<file path="src/common/macres_consts.svh">
// Constants of the multiply-accumulate result unit
`ifndef MACRES_CONSTS_SVH
`define MACRES_CONSTS_SVH

// ----------------------------------------------------------------
// Widths and sections
// ----------------------------------------------------------------
`define MACRES_ACC_W      40
`define MACRES_OPND_W     16
`define MACRES_LOW_LSB    0
`define MACRES_MID_LSB    16
`define MACRES_TOP_LSB    32
`define MACRES_TOP_W      8
// Top nine bits examined for overflow
`define MACRES_OVF_LSB    31

// ----------------------------------------------------------------
// Status register layout
// ----------------------------------------------------------------
`define MACRES_FLAGS_W    16
`define MACRES_PRI_OVF_BIT 6
`define MACRES_SEC_OVF_BIT 8
`define MACRES_FLAGS_RST  16'h0000

// ----------------------------------------------------------------
// Saturation and rounding values
// ----------------------------------------------------------------
`define MACRES_SAT_POS    40'h007fffffff
`define MACRES_SAT_NEG    40'hff80000000
`define MACRES_RND_BIAS   40'h0000008000
`define MACRES_ACC_RST    40'h0000000000

`endif

</file>
<file path="src/common/macres_pkg.sv">
// Types of the multiply-accumulate result unit
package macres_pkg;

  // ----------------------------------------------------------------
  // Operations
  // ----------------------------------------------------------------
  typedef enum logic [3:0] {
    OP_NOP      = 4'h0,
    OP_MUL      = 4'h1,
    OP_MAC_ADD  = 4'h2,
    OP_MAC_SUB  = 4'h3,
    OP_CLEAR    = 4'h4,
    OP_ROUND    = 4'h5,
    OP_SAT      = 4'h6,
    OP_LOAD_LOW = 4'h7,
    OP_LOAD_MID = 4'h8,
    OP_LOAD_TOP = 4'h9
  } macres_op_t;

  // ----------------------------------------------------------------
  // Operand interpretation
  // ----------------------------------------------------------------
  typedef enum logic [1:0] {
    both_signed_operands   = 2'h0,
    both_unsigned_operands = 2'h1,
    signed_x_unsigned_y    = 2'h2,
    unsigned_x_signed_y    = 2'h3
  } macres_sign_t;

  // One instruction, valid for one cycle
  typedef struct packed {
    logic         valid;
    macres_op_t   op;
    logic         dest_secondary;
    logic         x_from_rbus;
    logic         y_from_feedback;
    macres_sign_t sign_mode;
    logic         rnd;
    logic         cond_true;
  } macres_cmd_t;

endpackage

</file>
<file path="src/verilog/macres_unit.sv">
// Multiply-accumulate result unit with two 40-bit accumulators
//
// Behaviour
// - Multiply results fill all 40 bits, sign kept
// - Middle section load sign-extends into top section
// - Low section load touches nothing else
// - Clear zeroes register and both overflow flags
// - Round alters fractional results only, matches option
// - Primary overflow flag sits in status bit 6
// - Secondary overflow flag sits in status bit 8
// - Flags registered, visible the next cycle
// - Overflow when top nine bits not uniform
// - Saturate does nothing while overflow flag clear
// - Saturate positive gives 0x007fffffff
// - Saturate negative gives 0xff80000000
// - Saturation acts only in its own cycle
// - Round updates own flag; saturate none
// - 16x16 product, then add, subtract or pass
// - X operand from register file or result bus
// - Y operand from register file or feedback
// - Secondary bits 16-31 serve as feedback operand
// - Signed fractional product shifted left one bit
// - Four operand signedness combinations selectable
// - Sections are bits 0-15, 16-31, 32-39
`timescale 1ns/1ns
`default_nettype none
`include "macres_consts.svh"

module macres_unit (
  input  wire logic                clk,
  input  wire logic                arst_n,
  input  wire macres_pkg::macres_cmd_t cmd,
  input  wire logic                frac_mode,
  input  wire logic [15:0]         x_regfile,
  input  wire logic [15:0]         x_result_bus,
  input  wire logic [15:0]         y_regfile,
  input  wire logic [15:0]         load_data,
  output logic      [39:0]         primary_accumulator,
  output logic      [39:0]         secondary_accumulator,
  output logic      [15:0]         secondary_acc_mid_feedback,
  output logic      [15:0]         arith_flags_register
);
  import macres_pkg::*;

  // ----------------------------------------------------------------
  // State
  // ----------------------------------------------------------------
  logic [39:0] acc_p;
  logic [39:0] acc_s;
  logic        ovf_p;
  logic        ovf_s;
  logic [39:0] next_acc_p;
  logic [39:0] next_acc_s;
  logic        next_ovf_p;
  logic        next_ovf_s;

  logic [15:0] x_op;
  logic [15:0] y_op;
  logic        x_signed;
  logic        y_signed;
  logic [33:0] product;
  logic [39:0] prod40;
  logic [39:0] cur;
  logic        cur_ovf;
  logic [39:0] result;
  logic        write_acc;
  logic        write_flag;
  logic        exec;

  function automatic logic top_nonuniform(input logic [39:0] v);
    top_nonuniform = ~((&v[39:31]) | ~(|v[39:31]));
  endfunction

  // Rounding is shared by the multiply option and the explicit operation
  function automatic logic [39:0] round40(input logic [39:0] v,
                                          input logic        frac);
    round40 = frac ? v + `MACRES_RND_BIAS : v;
  endfunction

  // ----------------------------------------------------------------
  // Multiplier datapath
  // ----------------------------------------------------------------
  always_comb begin
    x_op = cmd.x_from_rbus ? x_result_bus : x_regfile;
    // Feedback reads the stored middle section of the secondary
    y_op = cmd.y_from_feedback ? acc_s[31:16] : y_regfile;
    x_signed = (cmd.sign_mode == both_signed_operands) ||
               (cmd.sign_mode == signed_x_unsigned_y);
    y_signed = (cmd.sign_mode == both_signed_operands) ||
               (cmd.sign_mode == unsigned_x_signed_y);
    // 17x17 signed multiply covers every signedness mix exactly
    product = 34'($signed({x_signed & x_op[15], x_op}) *
                  $signed({y_signed & y_op[15], y_op}));
    prod40 = {{6{product[33]}}, product};
    if (frac_mode && cmd.sign_mode == both_signed_operands) begin
      prod40 = {prod40[38:0], 1'b0};
    end
  end

  // ----------------------------------------------------------------
  // Accumulate, round, saturate, load
  // ----------------------------------------------------------------
  always_comb begin
    cur        = cmd.dest_secondary ? acc_s : acc_p;
    cur_ovf    = cmd.dest_secondary ? ovf_s : ovf_p;
    result     = cur;
    write_acc  = 1'b0;
    write_flag = 1'b0;
    next_acc_p = acc_p;
    next_acc_s = acc_s;
    next_ovf_p = ovf_p;
    next_ovf_s = ovf_s;
    exec = cmd.valid && cmd.cond_true;
    if (exec) begin
      unique case (cmd.op)
        OP_NOP: begin
          write_acc = 1'b0;
        end
        OP_MUL, OP_MAC_ADD, OP_MAC_SUB: begin
          unique case (cmd.op)
            OP_MAC_ADD: result = cur + prod40;
            OP_MAC_SUB: result = cur - prod40;
            default:    result = prod40;
          endcase
          if (cmd.rnd) begin
            result = round40(result, frac_mode);
          end
          write_acc  = 1'b1;
          write_flag = 1'b1;
        end
        OP_CLEAR: begin
          result     = `MACRES_ACC_RST;
          write_acc  = 1'b1;
        end
        OP_ROUND: begin
          result     = round40(cur, frac_mode);
          write_acc  = 1'b1;
          write_flag = 1'b1;
        end
        OP_SAT: begin
          // One-shot: nothing persists past this cycle
          if (cur_ovf) begin
            result = cur[39] ? `MACRES_SAT_NEG : `MACRES_SAT_POS;
          end
          write_acc = 1'b1;
        end
        OP_LOAD_LOW: begin
          result    = {cur[39:16], load_data};
          write_acc = 1'b1;
        end
        OP_LOAD_MID: begin
          result    = {{8{load_data[15]}}, load_data, cur[15:0]};
          write_acc = 1'b1;
        end
        OP_LOAD_TOP: begin
          // A later top load overrides the middle's extension
          result    = {load_data[7:0], cur[31:0]};
          write_acc = 1'b1;
        end
        default: begin
          write_acc = 1'b0;
        end
      endcase
      if (write_acc) begin
        if (cmd.dest_secondary) begin
          next_acc_s = result;
        end else begin
          next_acc_p = result;
        end
      end
      if (write_flag) begin
        if (cmd.dest_secondary) begin
          next_ovf_s = top_nonuniform(result);
        end else begin
          next_ovf_p = top_nonuniform(result);
        end
      end
      if (cmd.op == OP_CLEAR) begin
        next_ovf_p = 1'b0;
        next_ovf_s = 1'b0;
      end
    end
  end

  always_ff @(posedge clk or negedge arst_n) begin
    if (!arst_n) begin
      acc_p <= `MACRES_ACC_RST;
      acc_s <= `MACRES_ACC_RST;
      ovf_p <= 1'b0;
      ovf_s <= 1'b0;
    end else begin
      acc_p <= next_acc_p;
      acc_s <= next_acc_s;
      ovf_p <= next_ovf_p;
      ovf_s <= next_ovf_s;
    end
  end

  // ----------------------------------------------------------------
  // Outputs
  // ----------------------------------------------------------------
  always_comb begin
    primary_accumulator        = acc_p;
    secondary_accumulator      = acc_s;
    secondary_acc_mid_feedback = acc_s[31:16];
    arith_flags_register       = `MACRES_FLAGS_RST;
    arith_flags_register[`MACRES_PRI_OVF_BIT] = ovf_p;
    arith_flags_register[`MACRES_SEC_OVF_BIT] = ovf_s;
  end
endmodule
`default_nettype wire
</file>
<file path="config.mk">
export PLATFORM = sky130hd
export DESIGN_NAME = macres_unit
export DESIGN_NICKNAME = d
export VERILOG_FILES = /design/src/common/macres_pkg.sv /design/src/verilog/macres_unit.sv
export VERILOG_INCLUDE_DIRS = /design/src /design/src/common
export SDC_FILE = /design/constraint.sdc
export NUM_CORES = 1
export LEC_CHECK = 0
export BUFFER_PORTS_ARGS = -buffer_cell sky130_fd_sc_hd__buf_2
export CORE_UTILIZATION = 50
export DETAILED_ROUTE_END_ITERATION = 6
export GPL_ROUTABILITY_DRIVEN = 0
export PLACE_DENSITY = 0.69
export RECOVER_POWER = 25
export SETUP_SLACK_MARGIN = 0.5
export SLEW_MARGIN = 30
export SYNTH_ARGS = -nofsm -noshare
export SYNTH_HDL_FRONTEND = slang
export SYNTH_SLANG_ARGS = --single-unit
export TNS_END_PERCENT = 30
</file>
<file path="constraint.sdc">
create_clock -name clk -period 21.5 [get_ports clk]
set_input_delay 3.225 -clock clk [delete_from_list [all_inputs] [get_ports clk]]
set_output_delay 3.225 -clock clk [all_outputs]
set_load 0.01 [all_outputs]
</file>
# Word-level counts from Yosys, hierarchy flattened
# Index checks and enable logic that the tools add are counted.
dict set report classes {
  add_sub_neg 4
  n_mul 1
  eq_ne 12
  muxes 25
  n_bitwise 6
  reduce_logical 16
}
# cell n
set op_table {}
lappend op_table {{$mux 40} 9}
lappend op_table {{$pmux 40 s7} 1}
lappend op_table {{$add 40x16->40 const B} 2}
lappend op_table {{$pmux 40 s2} 1}
lappend op_table {{$add 40x40->40} 1}
lappend op_table {{$sub 40x40->40} 1}
lappend op_table {{$mul 17x17->34} 1}
lappend op_table {{$mux 34} 1}
lappend op_table {{$mux 16} 2}
lappend op_table {{$reduce_or 9->1} 2}
lappend op_table {{$eq 4x3->1 const B} 4}
lappend op_table {{$reduce_and 3->1} 4}
lappend op_table {{$mux 1} 11}
lappend op_table {{$reduce_and 9->1} 1}
lappend op_table {{$eq 4x2->1 const B} 2}
lappend op_table {{$eq 4x4->1 const B} 2}
lappend op_table {{$eq 2x2->1 const B} 2}
lappend op_table {{$eq 4x1->1 const B} 1}
lappend op_table {{$reduce_bool 2->1} 2}
lappend op_table {{$reduce_or 4->1} 1}
lappend op_table {{$not 1->1} 3}
lappend op_table {{$reduce_or 3->1} 1}
lappend op_table {{$and 1x1->1} 2}
lappend op_table {{$logic_and 1x1->1} 2}
lappend op_table {{other kinds (4)} 5}
dict set report word_totals {
  regBits 82
  inputBits 79
  output_inout_bits 112
  elab_cells 68
}

# Logic depth before layout (Yosys ltp)
dict set report depth {
  ltp_word 21
  depth_mapped 48
  depth_no_buf 46
}

# Least setup slack after synthesis
# No wires, ideal clock.
dict set report synth_timing {
  path_type {input -> register}
  startpoint {input cmd[5] (netlist bit)}
  endpoint {register ovf_s}
  setup_ns 0.130
  arrival_ns 13.946
  required_ns 21.370
  setup_slack_ns 7.424
  path_stages 44
  path_buffers 5
  cell_sequence {clkbuf_1 clkbuf_1 buf_1 mux2i_1 nor2_1 fa_1 inv_1 fa_1 fa_1 inv_1 fa_1 fa_1 inv_1 fa_1 inv_1 ha_1 buf_6 a21o_2 (+8 left out) nand3_1 o21ai_0 a21oi_1 o21ai_0 ha_1 and3_1 a311oi_1 nand2_1 or2_0 o41ai_1 o211ai_1 a211oi_4 nand4_4 o31a_1 o21ai_1 o311ai_1 nor4_2 o31ai_1}
}
dict set report synth_between {
  elab_chain_len 20
  word_cells_on_any_way 22
  classes_between {add/sub (3); mul (1); mux (12); bitwise (4); reduce/logical (2)}
}
# element line_no
set synth_lines {}
lappend synth_lines {{start: declaration} macres_unit.sv:32} ;# input wire macres_pkg::macres_cmd_t cmd,
lappend synth_lines {{$mux 16 *} macres_unit.sv:84} ;# x_op = cmd.x_from_rbus ? x_result_bus : x_regfile;
lappend synth_lines {{$and 1x1->1} macres_unit.sv:92} ;# product = 34'($signed({x_signed & x_op[15], x_op}) *
lappend synth_lines {{$mul 17x17->34 *} macres_unit.sv:92}
lappend synth_lines {{$mux 34} macres_unit.sv:95} ;# if (frac_mode && cmd.sign_mode == both_signed_operands) begin
lappend synth_lines {{$sub 40x40->40 or $add 40x40->40 (tied branches)} {macres_unit.sv:122, macres_unit.sv:121}}
lappend synth_lines {{$pmux 40 s2 *} macres_unit.sv:120} ;# unique case (cmd.op)
lappend synth_lines {{$mux 40 *} macres_unit.sv:115} ;# unique case (cmd.op)
lappend synth_lines {{$mux 40 *} macres_unit.sv:114} ;# if (exec) begin
lappend synth_lines {{(+4 left out)} --}
lappend synth_lines {{$mux 40 *} macres_unit.sv:114}
lappend synth_lines {{$reduce_or 9->1} macres_unit.sv:71} ;# top_nonuniform = ~((&v[39:31]) | ~(|v[39:31]));
lappend synth_lines {{$not 1->1} macres_unit.sv:71}
lappend synth_lines {{$or 1x1->1 *} macres_unit.sv:71}
lappend synth_lines {{$not 1->1 *} macres_unit.sv:71}
lappend synth_lines {{$mux 1 *} macres_unit.sv:172} ;# if (cmd.dest_secondary) begin
lappend synth_lines {{$mux 1 *} macres_unit.sv:171} ;# if (write_flag) begin
lappend synth_lines {{$mux 1 *} macres_unit.sv:178} ;# if (cmd.op == OP_CLEAR) begin
lappend synth_lines {{end signal: assignment} macres_unit.sv:195} ;# ovf_s <= next_ovf_s;
lappend synth_lines {{end: declaration} macres_unit.sv:51} ;# logic ovf_s;
# Mark *: on every way between the ends. The rest lies on a longest branch, timed or not. The select of a mux whose other input is x is not followed.
# A chain may end at the register's enable or synchronous reset.

# Final worst setup path
# Ends and elaborated chain as after synthesis.

==> run summary <==
The flow ran to the end, but the final reports show violations. The checks that failed: DRC, capacitance limit, slew limit. The average cell area after synthesis is 8.11 um^2. The share of layout cells above drive strength 1 works out to 13.3%.

The run gives 0 as the overflow left after global routing. The first TritonRoute pass finished after 7 iterations. The die covers 46100 um^2. Of all nets on the critical path, the largest fanout is 32.

The depth of the critical timing path with buffers and inverters included is 43, and the post-layout minimum cycle time is 15690 ps. The tools report the buffer cell driving the clock tree root as clkbuf_16. The first global-routing pass estimated 119000 um of wire. The cell with the largest stage delay on the worst path was nor2_1. The repair_antennas step left the layout with diodes totalling 0. Summing every instance area after synthesis gives 22600 um^2. STA classifies the critical path startpoint as a primary input. Measured in cells, the most critical reg-to-reg path has a length of 41.

The run gives 12.1 ps as the clock skew. By area the synthesized netlist is led by fa_1, dfrtp_1, ha_1. Entering global routing, the biggest net connects 83 pins.

Detailed placement ended at an HPWL of 60100 um. For this block, the initial DRC count from the detailed router was 2376. Worst min-delay path class: flop to flop. In the synthesized netlist, the number of instances is 2790. The number of warnings reported in the yosys synthesis log was 0; the buffering stage count on the worst path with inverters included was 7. The cell depth of the worst min-delay path came out at 2.

Of all flip-flops after synthesis, the portion carrying an async set or reset was 100%. The tools report the final number of hold-violating endpoints as 0. Data arrives at the worst endpoint at 15920 ps. The synthesis-stage register bit count is 82, and the achievable clock frequency is 63.7 MHz. The transition time at the pin with the least slew margin came out at 4450 ps. The most used flip-flop cell after synthesis is dfrtp_1. In this design, the critical path's most frequently occurring cell is fa_1. The initial utilization of the core area, before any placement, comes to 50.9%. Adding up every negative setup slack in the final design gives 0 ps.

Yosys instantiated no cell more often than nand2_1. The setup path with the least slack is of type primary input to flop. Of the available clock period, the critical path in the final layout requires 73.0%. At the end of the flow, the number of nets in the layout was 3365. The count of flip-flops with a built-in enable after synthesis is 0, and the height of the chip is 215 um. Once the clock tree was built, the setup fixing pass inserted 0 buffers. The run gives 83 as the max-slew violation total from the final report.

The area growth from synthesis to layout is 6.38%. In this run the tool buffered the top-level ports with 176 buffer cells. In this run, post-CTS hold repair placed 0 buffers. The initial antenna violation count is 0. From left edge to right edge, the die measures 215 um.

The run gives 502 ps as the worst hold slack. Clock-pin slew was measured on the worst setup and hold paths at 70 ps. Across all layers, the routed design uses 21600 vias. Counting every sink on the clock net gives 82. The later pin in the worst-skew pair is clocked with a latency of 360 ps. Counting along the longest clock path gives a buffer depth of 2.

Setup violations remaining at the end of the flow were counted as 0. The synthesized design devotes to its leading area cell type 26.3% of total area. The fraction of the core area covered by cells at the end of the flow is 54.2%. On the worst path, the slowest cell contributes a delay of 670 ps. The netlist uses 115 different library cells. The routed design has 73400 um of wire. Sequential cells were found to cover 9.07% of the synthesized design area. The floorplan has 77 rows.

The run gives 32.2% as the overall routing resource usage. The H-tree generated during clock tree synthesis spans 3 levels. Data on the critical path is required at its endpoint by 21730 ps.

The kind of cell with the highest combined delay on the critical path was adder cells. The run gives 8 as the final routed DRC violation total. The largest total area in the synthesized netlist belongs to fa_1. The headroom to the max-slew limit was -196%. Count of instances resized after the clock tree is built: 0.

TritonCTS built the clock tree. Clock tree synthesis inserted a total of 9 buffers. The commonest cells after synthesis are nand2_1, inv_1, fa_1, nor2_1, a21oi_1. Dividing the detail-routed wire length by the instance count gives 21.2 um. The run gives 1 as the number of max-cap violations.

Dividing the detail-routed via count by the number of cells gives 6.26. Setup repair after global routing left no endpoint under its margin. The region available for standard cell placement spans 44400 um^2. The worst setup path is captured at a flop.

The number of global-route vias before repair was 21500; the boundary pin count was 191. The tools report the number of nets with antenna violations after routing as 0.
worst register-to-register path: cells and delay by family (launching register included):
family | cells | cell delay [ps]
adder cells (fa/ha/maj) | 8 | 3810
multiplexers | 2 | 750
flip-flops | 1 | 410
AND/OR/NAND/NOR | 11 | 3020
buffers and inverters | 5 | 730
AO/OA/AOI/OAI | 15 | 3920
path summary, 6_finish.rpt:
kind,startpoint,end,slack [ps]
worst max-delay path,cmd[5],ovf_s$_DFFE_PN0P_,5810
worst min-delay path,primary_accumulator[12]$_DFFE_PN0P_,primary_accumulator[12]$_DFFE_PN0P_,500
min in group asynchronous,arst_n,secondary_accumulator[27]$_DFFE_PN0P_,4450
worst min register to register,primary_accumulator[12]$_DFFE_PN0P_,primary_accumulator[12]$_DFFE_PN0P_,500
worst max register to register,secondary_accumulator[31]$_DFFE_PN0P_,ovf_s$_DFFE_PN0P_,8740
max in group asynchronous,arst_n,primary_accumulator[39]$_DFFE_PN0P_,14560
layout by cell type, fill, tap and decap left out, types with 61 or more instances in the layout:
cell / instances
ha_1: 129
dfrtp_1: 82
a21oi_1: 151
mux2_2: 93
o21ai_0: 136
xnor2_1: 61
fa_1: 297
inv_1: 321
nor2_1: 270
buf_2: 175
nand2_1: 380
layer usage:
metal  track usage [%]  up-vias  wire [um]
li1                  -     9628          -
met1              43.3    10600      29800
met2              50.1     1220      32500
met3              7.64      241       7810
met4              12.1        2       3280
met5              1.25        -         78
registers in the layout (all words and copies together), names as in the netlist:
register	cells
ovf_p	1
secondary_accumulator	40
primary_accumulator	40
ovf_s	1
area by class of cell:
type / instances / area [um^2]
Timing Repair Buffer: 199 / 1050
Sequential cell: 82 / 2050
Inverter: 322 / 1210
Fill cell: 4097 / 20300
Clock inverter: 7 / 82.6
Tap cell: 592 / 741
Clock buffer: 9 / 225
Multi-Input combinational cell: 2246 / 18700
kinds of logic after synthesis:
kind of cell / synth area share, %
flops: 9.07
other cells: 0.0166
xor+xnor: 4.05
buf+inv: 8.62
fa+ha+maj: 33.4
mux: 7.18
simple gates: 19.0
compound gates: 18.7
stage by stage:
stage                     worst slack (ps)  instance area [um^2]  instances
after floorplan                       7420                 22700       2803
after global placement                5920                 23700       3441
after detailed placement              5670                 23800       3441
after CTS                             6020                 24100       3457
after global routing                  5020                 24100       3457
final                                 5810                 24100       3457
Power is left out: the tool's default activity adds up to more than one toggle a clock period on the data nets, which glitch-free logic cannot reach.
